**src/mcoc_map.svh**
```systemverilog
// Purpose: offsets, field positions and reset values of the macrocell config block
// Assumes: apb byte addresses, one 32-bit word per register
// Notes: definitions only
`ifndef MCOC_MAP_SVH
`define MCOC_MAP_SVH
`define MCOC_OFS_GLOBAL 8'h00
`define MCOC_OFS_LOCAL 8'h04
`define MCOC_OFS_CTRL 8'h08
`define MCOC_OFS_STATUS 8'h0C
`define MCOC_OFS_SIG_LO 8'h10
`define MCOC_OFS_SIG_HI 8'h14
`define MCOC_GLB_PERMIT_BIT 0
`define MCOC_GLB_EMUL_BIT 1
`define MCOC_LOC_MODE_LSB 0
`define MCOC_LOC_POL_LSB 8
`define MCOC_CTL_PRELOAD_MODE_BIT 0
`define MCOC_CTL_PRELOAD_LOAD_BIT 1
`define MCOC_CTL_SECURE_BIT 2
`define MCOC_CTL_ERASE_BIT 3
`define MCOC_STA_SECURE_BIT 0
`define MCOC_STA_REJECT_BIT 1
`define MCOC_STA_PRELOAD_BIT 2
`define MCOC_STA_STATE_LSB 8
`define MCOC_RST_PERMIT 1'h1
`define MCOC_RST_EMUL 1'h0
`define MCOC_RST_MODE 8'hFF
`define MCOC_RST_POL 8'h00
`define MCOC_RST_SIG 32'h00000000
`endif

```
**src/mcoc_pkg.sv**
```systemverilog
// Purpose: types of the macrocell config block
// Assumes: eight macrocells of eight product terms
// Notes: constants live in mcoc_map.svh
package mcoc_pkg;
    typedef struct packed {
        logic [7:0] paddr;
        logic psel;
        logic penable;
        logic pwrite;
        logic [31:0] pwdata;
    } mcoc_apb_req_t;

    typedef struct packed {
        logic [31:0] prdata;
        logic pready;
        logic pslverr;
    } mcoc_apb_rsp_t;

    typedef struct packed {
        logic [7:0] io_out;
        logic [7:0] io_oe_n;
        logic [7:0] fb;
        logic array_clk;
        logic array_oe;
    } mcoc_pins_t;

    typedef enum logic [2:0] {
        MCOC_REGISTERED = 3'b000,
        MCOC_COMB_IO_REG = 3'b001,
        MCOC_COMB_OUT = 3'b010,
        MCOC_DED_INPUT = 3'b011,
        MCOC_COMB_IO = 3'b100,
        MCOC_UNSUPPORTED = 3'b111
    } mcoc_mode_t;
endpackage : mcoc_pkg

```
**src/mcoc_sig_mem.sv**
```systemverilog
// Purpose: signature word storage with registered read
// Assumes: one write port, one read port, clear of all words at once
// Notes: read data appear one cycle after rd_en
`timescale 1ns/100ps
module mcoc_sig_mem #(
    parameter int WIDTH = 32,
    parameter int DEPTH = 2,
    parameter logic [WIDTH-1:0] RST_VAL = '0
) (
    input wire logic clk,
    input wire logic srst,
    input wire logic clr,
    input wire logic wr_en,
    input wire logic [$clog2(DEPTH)-1:0] wr_addr,
    input wire logic [WIDTH-1:0] wr_data,
    input wire logic rd_en,
    input wire logic [$clog2(DEPTH)-1:0] rd_addr,
    output logic [WIDTH-1:0] rd_data
);
    logic [WIDTH-1:0] mem_q [DEPTH];

    genvar gi;
    generate
        for (gi = 0; gi < DEPTH; gi++)
        begin : g_word
            always_ff @(posedge clk)
            begin
                if (srst || clr)
                    mem_q[gi] <= RST_VAL;
                else if (wr_en && wr_addr == gi)
                    mem_q[gi] <= wr_data;
            end
        end
    endgenerate

    always_ff @(posedge clk)
    begin
        if (srst)
            rd_data <= '0;
        else if (rd_en)
            rd_data <= mem_q[rd_addr];
    end
endmodule : mcoc_sig_mem

```
**src/mcoc_top.sv**
```systemverilog
// Purpose: eight configurable output macrocells with apb programming port
// Assumes: product terms come from an external and-array, pins sampled on clk
// Notes: clk_pin rising edge is a one-cycle enable, no second clock
//
// Contract
// - mode 1,0,1 is dedicated input, adjacent feedback
// - mode 1,1,1: seven terms, eighth enables buffer
// - non-registered comb io feeds pin back
// - mode 0,1,1: seven terms, eighth enable, pin feedback
// - polarity bit xors sum, 1 is active low
// - edge cells in comb output have no feedback
// - all cell flops clear low at reset
// - registered outputs read high after reset
// - flops preload from levels on output pins
// - secure device refuses config readback
// - secure bit clears only with reset or full erase
// - holds 64-bit user signature word
// - signature readable whatever the secure bit
// - mode 0,1,0 registered, oe pin, inverted feedback
// - mode 1,0,0 comb output, enabled except in preload mode
// - edge cell feedback steered by inverted permit
// - clk and oe pins reach array only unregistered
`timescale 1ns/100ps
`include "mcoc_map.svh"
module mcoc_top #(
    parameter int CELLS = 8,
    parameter int TERMS = 8
) (
    input wire logic clk,
    input wire logic srst,
    input wire mcoc_pkg::mcoc_apb_req_t apb_req,
    output mcoc_pkg::mcoc_apb_rsp_t apb_rsp,
    input wire logic [CELLS-1:0][TERMS-1:0] product_terms,
    input wire logic [CELLS-1:0] io_in,
    input wire logic clk_pin,
    input wire logic oe_pin_n,
    output mcoc_pkg::mcoc_pins_t pins
);
    logic register_permit_global_q;
    logic emulation_select_global_q;
    logic [CELLS-1:0] cell_mode_local_q;
    logic [CELLS-1:0] polarity_local_q;
    logic secure_q;
    logic reject_q;
    logic preload_mode_q;
    logic [CELLS-1:0] cell_q;
    logic clk_pin_q;
    logic clk_rise;
    logic setup;
    logic access;
    logic wr;
    logic [31:0] sig_rd;
    logic sig_hit;
    logic mapped;
    logic glb_ok;
    logic loc_ok;
    logic erase;
    mcoc_pkg::mcoc_mode_t mode [CELLS];
    logic [CELLS-1:0] sop;
    logic [CELLS-1:0] comb_oe;
    logic [CELLS-1:0] io_out_d;
    logic [CELLS-1:0] oe_n_d;
    logic [CELLS-1:0] fb_d;

    function automatic mcoc_pkg::mcoc_mode_t cell_mode_of(input logic permit, input logic emul, input logic m);
        mcoc_pkg::mcoc_mode_t r;
        r = mcoc_pkg::MCOC_UNSUPPORTED;
        if (!permit && emul && !m)
            r = mcoc_pkg::MCOC_REGISTERED;
        else if (!permit && emul && m)
            r = mcoc_pkg::MCOC_COMB_IO_REG;
        else if (permit && !emul && !m)
            r = mcoc_pkg::MCOC_COMB_OUT;
        else if (permit && !emul && m)
            r = mcoc_pkg::MCOC_DED_INPUT;
        else if (permit && emul && m)
            r = mcoc_pkg::MCOC_COMB_IO;
        return r;
    endfunction : cell_mode_of

    function automatic logic all_ok(input logic permit, input logic emul, input logic [CELLS-1:0] m);
        logic ok;
        ok = 1'b1;
        for (int i = 0; i < CELLS; i++)
        begin
            if (cell_mode_of(permit, emul, m[i]) == mcoc_pkg::MCOC_UNSUPPORTED)
                ok = 1'b0;
        end
        return ok;
    endfunction : all_ok

    // apb decode
    assign setup = apb_req.psel && !apb_req.penable;
    assign access = apb_req.psel && apb_req.penable;
    assign wr = access && apb_req.pwrite;
    assign erase = wr && apb_req.paddr == `MCOC_OFS_CTRL && apb_req.pwdata[`MCOC_CTL_ERASE_BIT];
    assign sig_hit = apb_req.paddr == `MCOC_OFS_SIG_LO || apb_req.paddr == `MCOC_OFS_SIG_HI;
    assign glb_ok = all_ok(apb_req.pwdata[`MCOC_GLB_PERMIT_BIT], apb_req.pwdata[`MCOC_GLB_EMUL_BIT],
                           cell_mode_local_q);
    assign loc_ok = all_ok(register_permit_global_q, emulation_select_global_q,
                           apb_req.pwdata[`MCOC_LOC_MODE_LSB +: CELLS]);

    always_comb
    begin
        mapped = 1'b0;
        if (apb_req.paddr == `MCOC_OFS_GLOBAL)
            mapped = 1'b1;
        else if (apb_req.paddr == `MCOC_OFS_LOCAL)
            mapped = 1'b1;
        else if (apb_req.paddr == `MCOC_OFS_CTRL)
            mapped = 1'b1;
        else if (apb_req.paddr == `MCOC_OFS_STATUS)
            mapped = 1'b1;
        else if (sig_hit)
            mapped = 1'b1;
    end

    // global configuration bits
    always_ff @(posedge clk)
    begin
        if (srst || erase)
        begin
            register_permit_global_q <= `MCOC_RST_PERMIT;
            emulation_select_global_q <= `MCOC_RST_EMUL;
        end
        else if (wr && apb_req.paddr == `MCOC_OFS_GLOBAL && !secure_q && glb_ok)
        begin
            register_permit_global_q <= apb_req.pwdata[`MCOC_GLB_PERMIT_BIT];
            emulation_select_global_q <= apb_req.pwdata[`MCOC_GLB_EMUL_BIT];
        end
    end

    // local configuration bits
    always_ff @(posedge clk)
    begin
        if (srst || erase)
        begin
            cell_mode_local_q <= `MCOC_RST_MODE;
            polarity_local_q <= `MCOC_RST_POL;
        end
        else if (wr && apb_req.paddr == `MCOC_OFS_LOCAL && !secure_q && loc_ok)
        begin
            cell_mode_local_q <= apb_req.pwdata[`MCOC_LOC_MODE_LSB +: CELLS];
            polarity_local_q <= apb_req.pwdata[`MCOC_LOC_POL_LSB +: CELLS];
        end
    end

    // secure bit, only srst or an erase clears it
    always_ff @(posedge clk)
    begin
        if (srst)
            secure_q <= 1'b0;
        else if (erase)
            secure_q <= 1'b0;
        else if (wr && apb_req.paddr == `MCOC_OFS_CTRL && apb_req.pwdata[`MCOC_CTL_SECURE_BIT])
            secure_q <= 1'b1;
    end

    // rejected configuration flag, write one to clear, set wins
    always_ff @(posedge clk)
    begin
        if (srst)
            reject_q <= 1'b0;
        else if (wr && ((apb_req.paddr == `MCOC_OFS_GLOBAL && !glb_ok) ||
                        (apb_req.paddr == `MCOC_OFS_LOCAL && !loc_ok)))
            reject_q <= 1'b1;
        else if (wr && apb_req.paddr == `MCOC_OFS_STATUS && apb_req.pwdata[`MCOC_STA_REJECT_BIT])
            reject_q <= 1'b0;
    end

    // preload mode releases all buffers so a tester can drive pins
    always_ff @(posedge clk)
    begin
        if (srst)
            preload_mode_q <= 1'b0;
        else if (wr && apb_req.paddr == `MCOC_OFS_CTRL)
            preload_mode_q <= apb_req.pwdata[`MCOC_CTL_PRELOAD_MODE_BIT];
    end

    // clock pin edge as enable
    always_ff @(posedge clk)
    begin
        if (srst)
            clk_pin_q <= 1'b0;
        else
            clk_pin_q <= clk_pin;
    end
    assign clk_rise = clk_pin && !clk_pin_q;

    // signature storage
    mcoc_sig_mem #(
        .WIDTH(32),
        .DEPTH(2),
        .RST_VAL(`MCOC_RST_SIG)
    ) u_sig (
        .clk(clk),
        .srst(srst),
        .clr(erase),
        .wr_en(wr && sig_hit),
        .wr_addr(apb_req.paddr[2]),
        .wr_data(apb_req.pwdata),
        .rd_en(setup && sig_hit),
        .rd_addr(apb_req.paddr[2]),
        .rd_data(sig_rd)
    );

    // per-cell datapath
    genvar gi;
    generate
        for (gi = 0; gi < CELLS; gi++)
        begin : g_cell
            localparam int ADJ = (gi == CELLS - 1) ? gi - 1 : gi + 1;
            localparam bit EDGE = (gi == 0) || (gi == CELLS - 1);

            assign mode[gi] = cell_mode_of(register_permit_global_q, emulation_select_global_q,
                                           cell_mode_local_q[gi]);

            always_comb
            begin
                sop[gi] = |product_terms[gi];
                comb_oe[gi] = 1'b1;
                if (cell_mode_local_q[gi])
                begin
                    sop[gi] = |product_terms[gi][TERMS-2:0];
                    comb_oe[gi] = product_terms[gi][TERMS-1];
                end
            end

            // flop holds inverted data so reset low shows high on the pin
            always_ff @(posedge clk)
            begin
                if (srst)
                    cell_q[gi] <= 1'b0;
                else if (preload_mode_q && wr && apb_req.paddr == `MCOC_OFS_CTRL &&
                         apb_req.pwdata[`MCOC_CTL_PRELOAD_LOAD_BIT])
                    cell_q[gi] <= !io_in[gi];
                else if (mode[gi] == mcoc_pkg::MCOC_REGISTERED && clk_rise)
                    cell_q[gi] <= !(sop[gi] ^ polarity_local_q[gi]);
            end

            always_comb
            begin
                io_out_d[gi] = sop[gi] ^ polarity_local_q[gi];
                oe_n_d[gi] = 1'b1;
                fb_d[gi] = 1'b0;
                case (mode[gi])
                    mcoc_pkg::MCOC_REGISTERED:
                    begin
                        io_out_d[gi] = !cell_q[gi];
                        oe_n_d[gi] = oe_pin_n;
                        fb_d[gi] = !cell_q[gi];
                    end
                    mcoc_pkg::MCOC_COMB_IO_REG:
                    begin
                        oe_n_d[gi] = !comb_oe[gi];
                        fb_d[gi] = io_in[gi];
                    end
                    mcoc_pkg::MCOC_COMB_OUT:
                    begin
                        oe_n_d[gi] = 1'b0;
                        fb_d[gi] = EDGE ? (!register_permit_global_q && io_in[gi]) : io_in[gi];
                    end
                    mcoc_pkg::MCOC_DED_INPUT:
                    begin
                        oe_n_d[gi] = 1'b1;
                        fb_d[gi] = io_in[ADJ];
                    end
                    mcoc_pkg::MCOC_COMB_IO:
                    begin
                        oe_n_d[gi] = !comb_oe[gi];
                        fb_d[gi] = io_in[gi];
                    end
                    default:
                    begin
                        oe_n_d[gi] = 1'b1;
                        fb_d[gi] = 1'b0;
                    end
                endcase
                if (preload_mode_q)
                    oe_n_d[gi] = 1'b1;
            end
        end
    endgenerate

    assign pins.io_out = io_out_d;
    assign pins.io_oe_n = oe_n_d;
    assign pins.fb = fb_d;
    assign pins.array_clk = !register_permit_global_q ? 1'b0 : clk_pin;
    assign pins.array_oe = !register_permit_global_q ? 1'b0 : !oe_pin_n;

    // read mux, config hidden once secure
    always_comb
    begin
        apb_rsp.prdata = 32'h00000000;
        if (!access || apb_req.pwrite)
            apb_rsp.prdata = 32'h00000000;
        else if (apb_req.paddr == `MCOC_OFS_GLOBAL)
        begin
            if (!secure_q)
            begin
                apb_rsp.prdata[`MCOC_GLB_PERMIT_BIT] = register_permit_global_q;
                apb_rsp.prdata[`MCOC_GLB_EMUL_BIT] = emulation_select_global_q;
            end
        end
        else if (apb_req.paddr == `MCOC_OFS_LOCAL)
        begin
            if (!secure_q)
            begin
                apb_rsp.prdata[`MCOC_LOC_MODE_LSB +: CELLS] = cell_mode_local_q;
                apb_rsp.prdata[`MCOC_LOC_POL_LSB +: CELLS] = polarity_local_q;
            end
        end
        else if (apb_req.paddr == `MCOC_OFS_CTRL)
            apb_rsp.prdata[`MCOC_CTL_PRELOAD_MODE_BIT] = preload_mode_q;
        else if (apb_req.paddr == `MCOC_OFS_STATUS)
        begin
            apb_rsp.prdata[`MCOC_STA_SECURE_BIT] = secure_q;
            apb_rsp.prdata[`MCOC_STA_REJECT_BIT] = reject_q;
            apb_rsp.prdata[`MCOC_STA_PRELOAD_BIT] = preload_mode_q;
            apb_rsp.prdata[`MCOC_STA_STATE_LSB +: CELLS] = ~cell_q;
        end
        else if (sig_hit)
            apb_rsp.prdata = sig_rd;
    end

    assign apb_rsp.pready = 1'b1;
    assign apb_rsp.pslverr = access && !mapped;
endmodule : mcoc_top

```
**config.mk**
```make
export PLATFORM = sky130hd
export DESIGN_NAME = mcoc_top
export DESIGN_NICKNAME = d
export VERILOG_FILES = /design/src/mcoc_pkg.sv /design/src/mcoc_sig_mem.sv /design/src/mcoc_top.sv
export VERILOG_INCLUDE_DIRS = /design/src
export SDC_FILE = /design/constraint.sdc
export NUM_CORES = 1
export LEC_CHECK = 0
export BUFFER_PORTS_ARGS = -buffer_cell sky130_fd_sc_hd__buf_2
export CAP_MARGIN = 20
export CORE_UTILIZATION = 50
export CTS_BUF_LIST = sky130_fd_sc_hd__clkbuf_4
export DETAILED_ROUTE_END_ITERATION = 10
export PLACE_DENSITY = 0.79
export SKIP_LAST_GASP = 1
export SLEW_MARGIN = 25
export SYNTH_ARGS = -nofsm -noshare
export SYNTH_HDL_FRONTEND = slang
export SYNTH_HIERARCHICAL = 1
export SYNTH_SLANG_ARGS = --single-unit
```
**constraint.sdc**
```tcl
create_clock -name clk -period 3.1 [get_ports clk]
set_input_delay 0.155 -clock clk [delete_from_list [all_inputs] [get_ports clk]]
set_output_delay 0.155 -clock clk [all_outputs]
set_load 0.005 [all_outputs]
```
# ---- Word level (Yosys, flattened, before mapping)
# Memory sizes are Yosys's and may differ from the RTL's. A register that Yosys moved wholly into a read port is not among the register bits.
# Index checks and enable logic that the tools add are counted.
dict set report op_classes {
  muxes 238
  n_eq_ne 53
  reduce_logical 273
  bitwise_logic 12
}
# operator n
set op_table {}
lappend op_table {{two-way mux 3 bit} 97}
lappend op_table {{two-way mux 32 bit} 9}
lappend op_table {{logical AND 1 bit} 162}
lappend op_table {{two-way mux 1 bit} 82}
lappend op_table {{== test 3 bit (second input constant)} 24}
lappend op_table {{two-way mux 16 bit} 4}
lappend op_table {{OR reduction 8 bit} 8}
lappend op_table {{logical NOT 1 bit} 58}
lappend op_table {{OR reduction 7 bit} 8}
lappend op_table {{two-way mux 2 bit} 26}
lappend op_table {{== test 3 x 2 -> 1 bit (second input constant)} 16}
lappend op_table {{one-hot mux 1 bit (3 select lines)} 14}
lappend op_table {{two-way mux 31 bit} 1}
lappend op_table {{two-way mux 30 bit} 1}
lappend op_table {{== test 3 x 1 -> 1 bit (second input constant)} 8}
lappend op_table {{logical NOT 3 bit} 8}
lappend op_table {{nonzero test 2 bit} 9}
lappend op_table {{OR reduction 2 bit} 9}
lappend op_table {{OR reduction 3 bit} 6}
lappend op_table {{== test 8 x 4 -> 1 bit (second input constant)} 2}
lappend op_table {{== test 8 x 5 -> 1 bit (second input constant)} 2}
lappend op_table {{== test 8 x 3 -> 1 bit (second input constant)} 1}
lappend op_table {{logical NOT 8 bit} 1}
lappend op_table {{two-way mux 8 bit} 1}
lappend op_table {{other kinds (7)} 19}
dict set report word_totals {
  mem_bits_rw 64
  input_bits 119
  register_bits 30
  n_memories 1
}
# name words word_bits read_ports rd_ports_with_merged_regs wr line
set memory_table {}
lappend memory_table {u_sig.mem_q 2 32 1 1 2 mcoc_sig_mem.sv:20} ;# logic [WIDTH-1:0] mem_q [DEPTH];

# ---- Longest topological paths before layout
dict set report logic_depth {
  ltp_word 21
  depth_mapped 8
  ltp_nobuf 5
}

# ---- Modules after synthesis
# The synthesis kept the hierarchy.
# module instances area_per_inst_um2 cells_per_inst seq_area_each_um2
set by_module_without_submodules {}
lappend by_module_without_submodules {mcoc_sig_mem 1 3870.0 289 2562.5}
lappend by_module_without_submodules {mcoc_top 1 3054.2 441 600.6}

# ---- Worst setup path after synthesis
# No wires, ideal clock.
dict set report synth_timing {
  kind {input to register}
  startpoint {in apb_req[35] in the netlist's numbering}
  endpoint {mem u_sig.mem_q[1][0] (enable)}
  setup_slack_ns 0.673
  t_arrival_ns 2.033
  path_stages 7
  required_time_ns 2.706
  setup_time_ns 0.394
  cell_sequence {nor4_4 -> and4_2 -> clkbuf_1 -> and2_1 -> nor2_4 -> buf_6 -> nand2b_1}
}
# item line
set synth_rtl {}
lappend synth_rtl {{start, declared} mcoc_top.sv:31} ;# input wire mcoc_pkg::mcoc_apb_req_t apb_req,
lappend synth_rtl {{end, declared} mcoc_sig_mem.sv:20}

==> flow_summary.ini <==
[place]
gp_congestion = 0.899
post-place-ws_ns = 0.688
portBuffers = 177
dp_hpwl_mm = 13.6

[clocking]
ctsHtreeMaxLevel = 4
root_buffer = clkbuf_4
clock_sinks = 126
cts_made_buffers = 17
clk_path_buf_depth = 2
cts.clk_slew.worst_paths_ns = 0.10
tritoncts = yes
worstSkewPairLatency_ns = 0.53

[finish]
final_layout_size_suffix_gt1_share_pct = 27.0
fillCellCount = 1124
final_cell_mix = buf_2, and3_1, edfxtp_1
fin_nets = 1032
layout.cells.most_common = buf_2
area_delta_synth_final_pct = 21.7

[synthesis]
synthArstFlopShare_pct = 0
synthCells = 730
synth_cell_types = 64
syn_area_um2 = 6920
synth-edff-count = 64
ys_warn_count = 6
seq_area_frac_synth_pct = 45.7
ys_ff_latch = 126
avgSynthCellArea_um2 = 9.49
ys.flop_type = edfxtp_1
synth_nets = 849

[detailed_routing]
postRouteAntennaNets = 0
drt_wl_total_mm = 19.4
first_pass_iters = 6
vias = 6549
wl_per_cell_um = 17.6
drt_iter0_markers = 729
routed_via_density = 5.94
drc = 0

[power_and_ir_drop]
p_leak_nw = 3.53
peakVddDrop_v = 0.000206
power_w = 0.00312
p_per_area_nw_per_um2 = 370

[floorplan]
initial_core_util_pct = 51.7
die_w_um = 120
core_um2 = 13400
die_y_um = 120
die_area_um2 = 14300
ios = 179
rows = 42

[worst_hold_path]
worstHoldPathType = primary input to flip-flop

[timing]
fin_ws_ns = 0.502
fmax_ghz = 0.385
fin_crit_sh_pct = 83.8
worst_clock_skew_ns = 0.0181
drv_slew = 0
hold_viol = 0
rsz0062_at_grt = no
whs_ns = 0.0295
fin_setup_tns_ns = 0
post-route-min-period_ns = 2.60
slew_headroom_pct = 37.6
finalSetupViolations = 0
worstMarginPinSlew_ns = 0.936

[critical_path]
arrival_ns = 2.44
cp_slowest_cell = dfxtp_1
crit_fanout = 17
worstSetupEndpointType = output port
path_class = flip-flop to output port
start_kind = flip-flop
path_cells = buf_4 > or2_0 > o21ai_0 > a21oi_1 > or2_2 > buf_2
cp_data_required_time_ns = 2.94
slowest_delay_ns = 0.76

[global_routing]
grt_usage_pct = 27.0
grt_pass1_wl_mm = 30.1
grt_max_degree = 35
grt_pass1_vias = 5874
overflow = 0
antenna_found_initial = 2

[job]
cap_violations = 0

[outcome]
status = complete, no violations
-- Yosys cell counts (2+ instances only) --
cell type | n | share of area [%]
edfxtp_1 | 64 | 28
and2_0 | 3 | 0.27
clkbuf_2 | 6 | 0.43
or4_1 | 8 | 0.87
buf_1 | 3 | 0.16
a211oi_1 | 33 | 3.6
or2_2 | 8 | 0.72
nor3_1 | 22 | 1.6
buf_12 | 3 | 0.87
inv_1 | 13 | 0.70
nand2b_1 | 24 | 2.2
nor2b_1 | 6 | 0.54
buf_2 | 10 | 0.72
o211ai_1 | 4 | 0.43
nand2_1 | 24 | 1.3
and3_2 | 2 | 0.22
a32o_1 | 5 | 0.72
buf_6 | 4 | 0.65
a22o_1 | 2 | 0.25
a21oi_1 | 46 | 3.3
nor2_1 | 59 | 3.2
o2111ai_1 | 9 | 1.1
clkbuf_1 | 36 | 2.0
nor4b_1 | 2 | 0.25
o21ai_0 | 32 | 2.3
mux2_2 | 8 | 1.3
nor4_1 | 9 | 0.81
and2_1 | 20 | 1.8
and4b_1 | 3 | 0.43
dfxtp_1 | 62 | 18
nand4_1 | 5 | 0.45
and3_1 | 68 | 6.1
nand3_1 | 37 | 2.7
o311ai_0 | 7 | 0.89
mux2i_1 | 39 | 5.6
buf_4 | 3 | 0.33
o211a_1 | 2 | 0.29
xor2_1 | 8 | 1.0
o22ai_1 | 6 | 0.54
-- sequential cells by signal, summed over array words and instances (netlist names), 8 cells and up --
signal             flops
cell_mode_local_q      8
cell_q                 8
polarity_local_q       8
u_sig/mem_q           64
u_sig/rd_data         32
-- report_power, final --
part / total (W) / leakage (nW) / internal, W / switching (W)
clock: 0.00100 / 0.139 / 0.000404 / 0.000598
combinational: 0.000318 / 2.28 / 0.000146 / 0.000172
sequential: 0.00180 / 1.11 / 0.00179 / 0.0000126
-- logic make-up after synthesis --
| family | after synthesis | share of synthesized area [%] |
|---|---|---|
| and+or+nand+nor | 315 | 25.8 |
| AOI/OAI and AO/OA | 155 | 14.7 |
| DFF | 126 | 45.7 |
| buffers and inverters | 78 | 5.82 |
| muxes | 47 | 6.94 |
| xor gates and xnor gates | 8 | 1.01 |
| other | 1 | 0.0542 |
-- per-stage QoR --
stage,area [µm²],utilization [%],cells
detailed placement,7820,58.4,1034
floorplan,6920,-,730
global placement,7820,58.3,1033
CTS,8430,62.9,1102
finish,8430,62.9,1103
global route,8430,62.9,1103
-- layer usage --
| metal | wire length, µm | track usage, % |
|---|---|---|
| met4 | 570 | 11.5 |
| met3 | 1660 | 6.42 |
| met1 | 8050 | 35.5 |
| met2 | 9160 | 42.7 |
| met5 | 0 | 0 |
-- cell type report --
type                            instances  area, µm²  share of cell area [%]
Multi-Input combinational cell        526       3360                    39.9
Sequential cell                       126       3160                    37.5
Timing Repair Buffer                  229       1390                    16.5
Tap cell                              176        220                    2.61
Clock buffer                           19        143                    1.69
Clock inverter                         13        100                    1.19
Inverter                               13       48.8                   0.579
Antenna cell                            1       2.50                  0.0297
-- path summary, 6_finish.rpt --
| kind | startpoint | to | slack, ns | cells past startpoint |
|---|---|---|---|---|
| hold / removal | io_in[3] | cell_q[3] | 0.03 | 3 |
| hold reg to reg | u_sig/rd_data[29] | u_sig/rd_data[29] | 0.49 | 2 |
| setup / recovery | register_permit_global_q | pins[16] | 0.50 | 6 |
| setup reg to reg | register_permit_global_q | cell_mode_local_q[1] | 0.86 | 4 |
-- what timing repair did --
action	in CTS	in global routing
resized for setup	0	0
setup buffers	0	0
hold endpoints to repair	70	0
hold buffers	36	0
-- critical path, delay by kind of cell, from the launching register on --
family / cells / cell delay, ns
simple gates: 2 / 0.50
buf+inv: 2 / 0.33
flops: 1 / 0.76
compound gates: 2 / 0.33
Note: power is estimated with default switching activity, not from simulation.
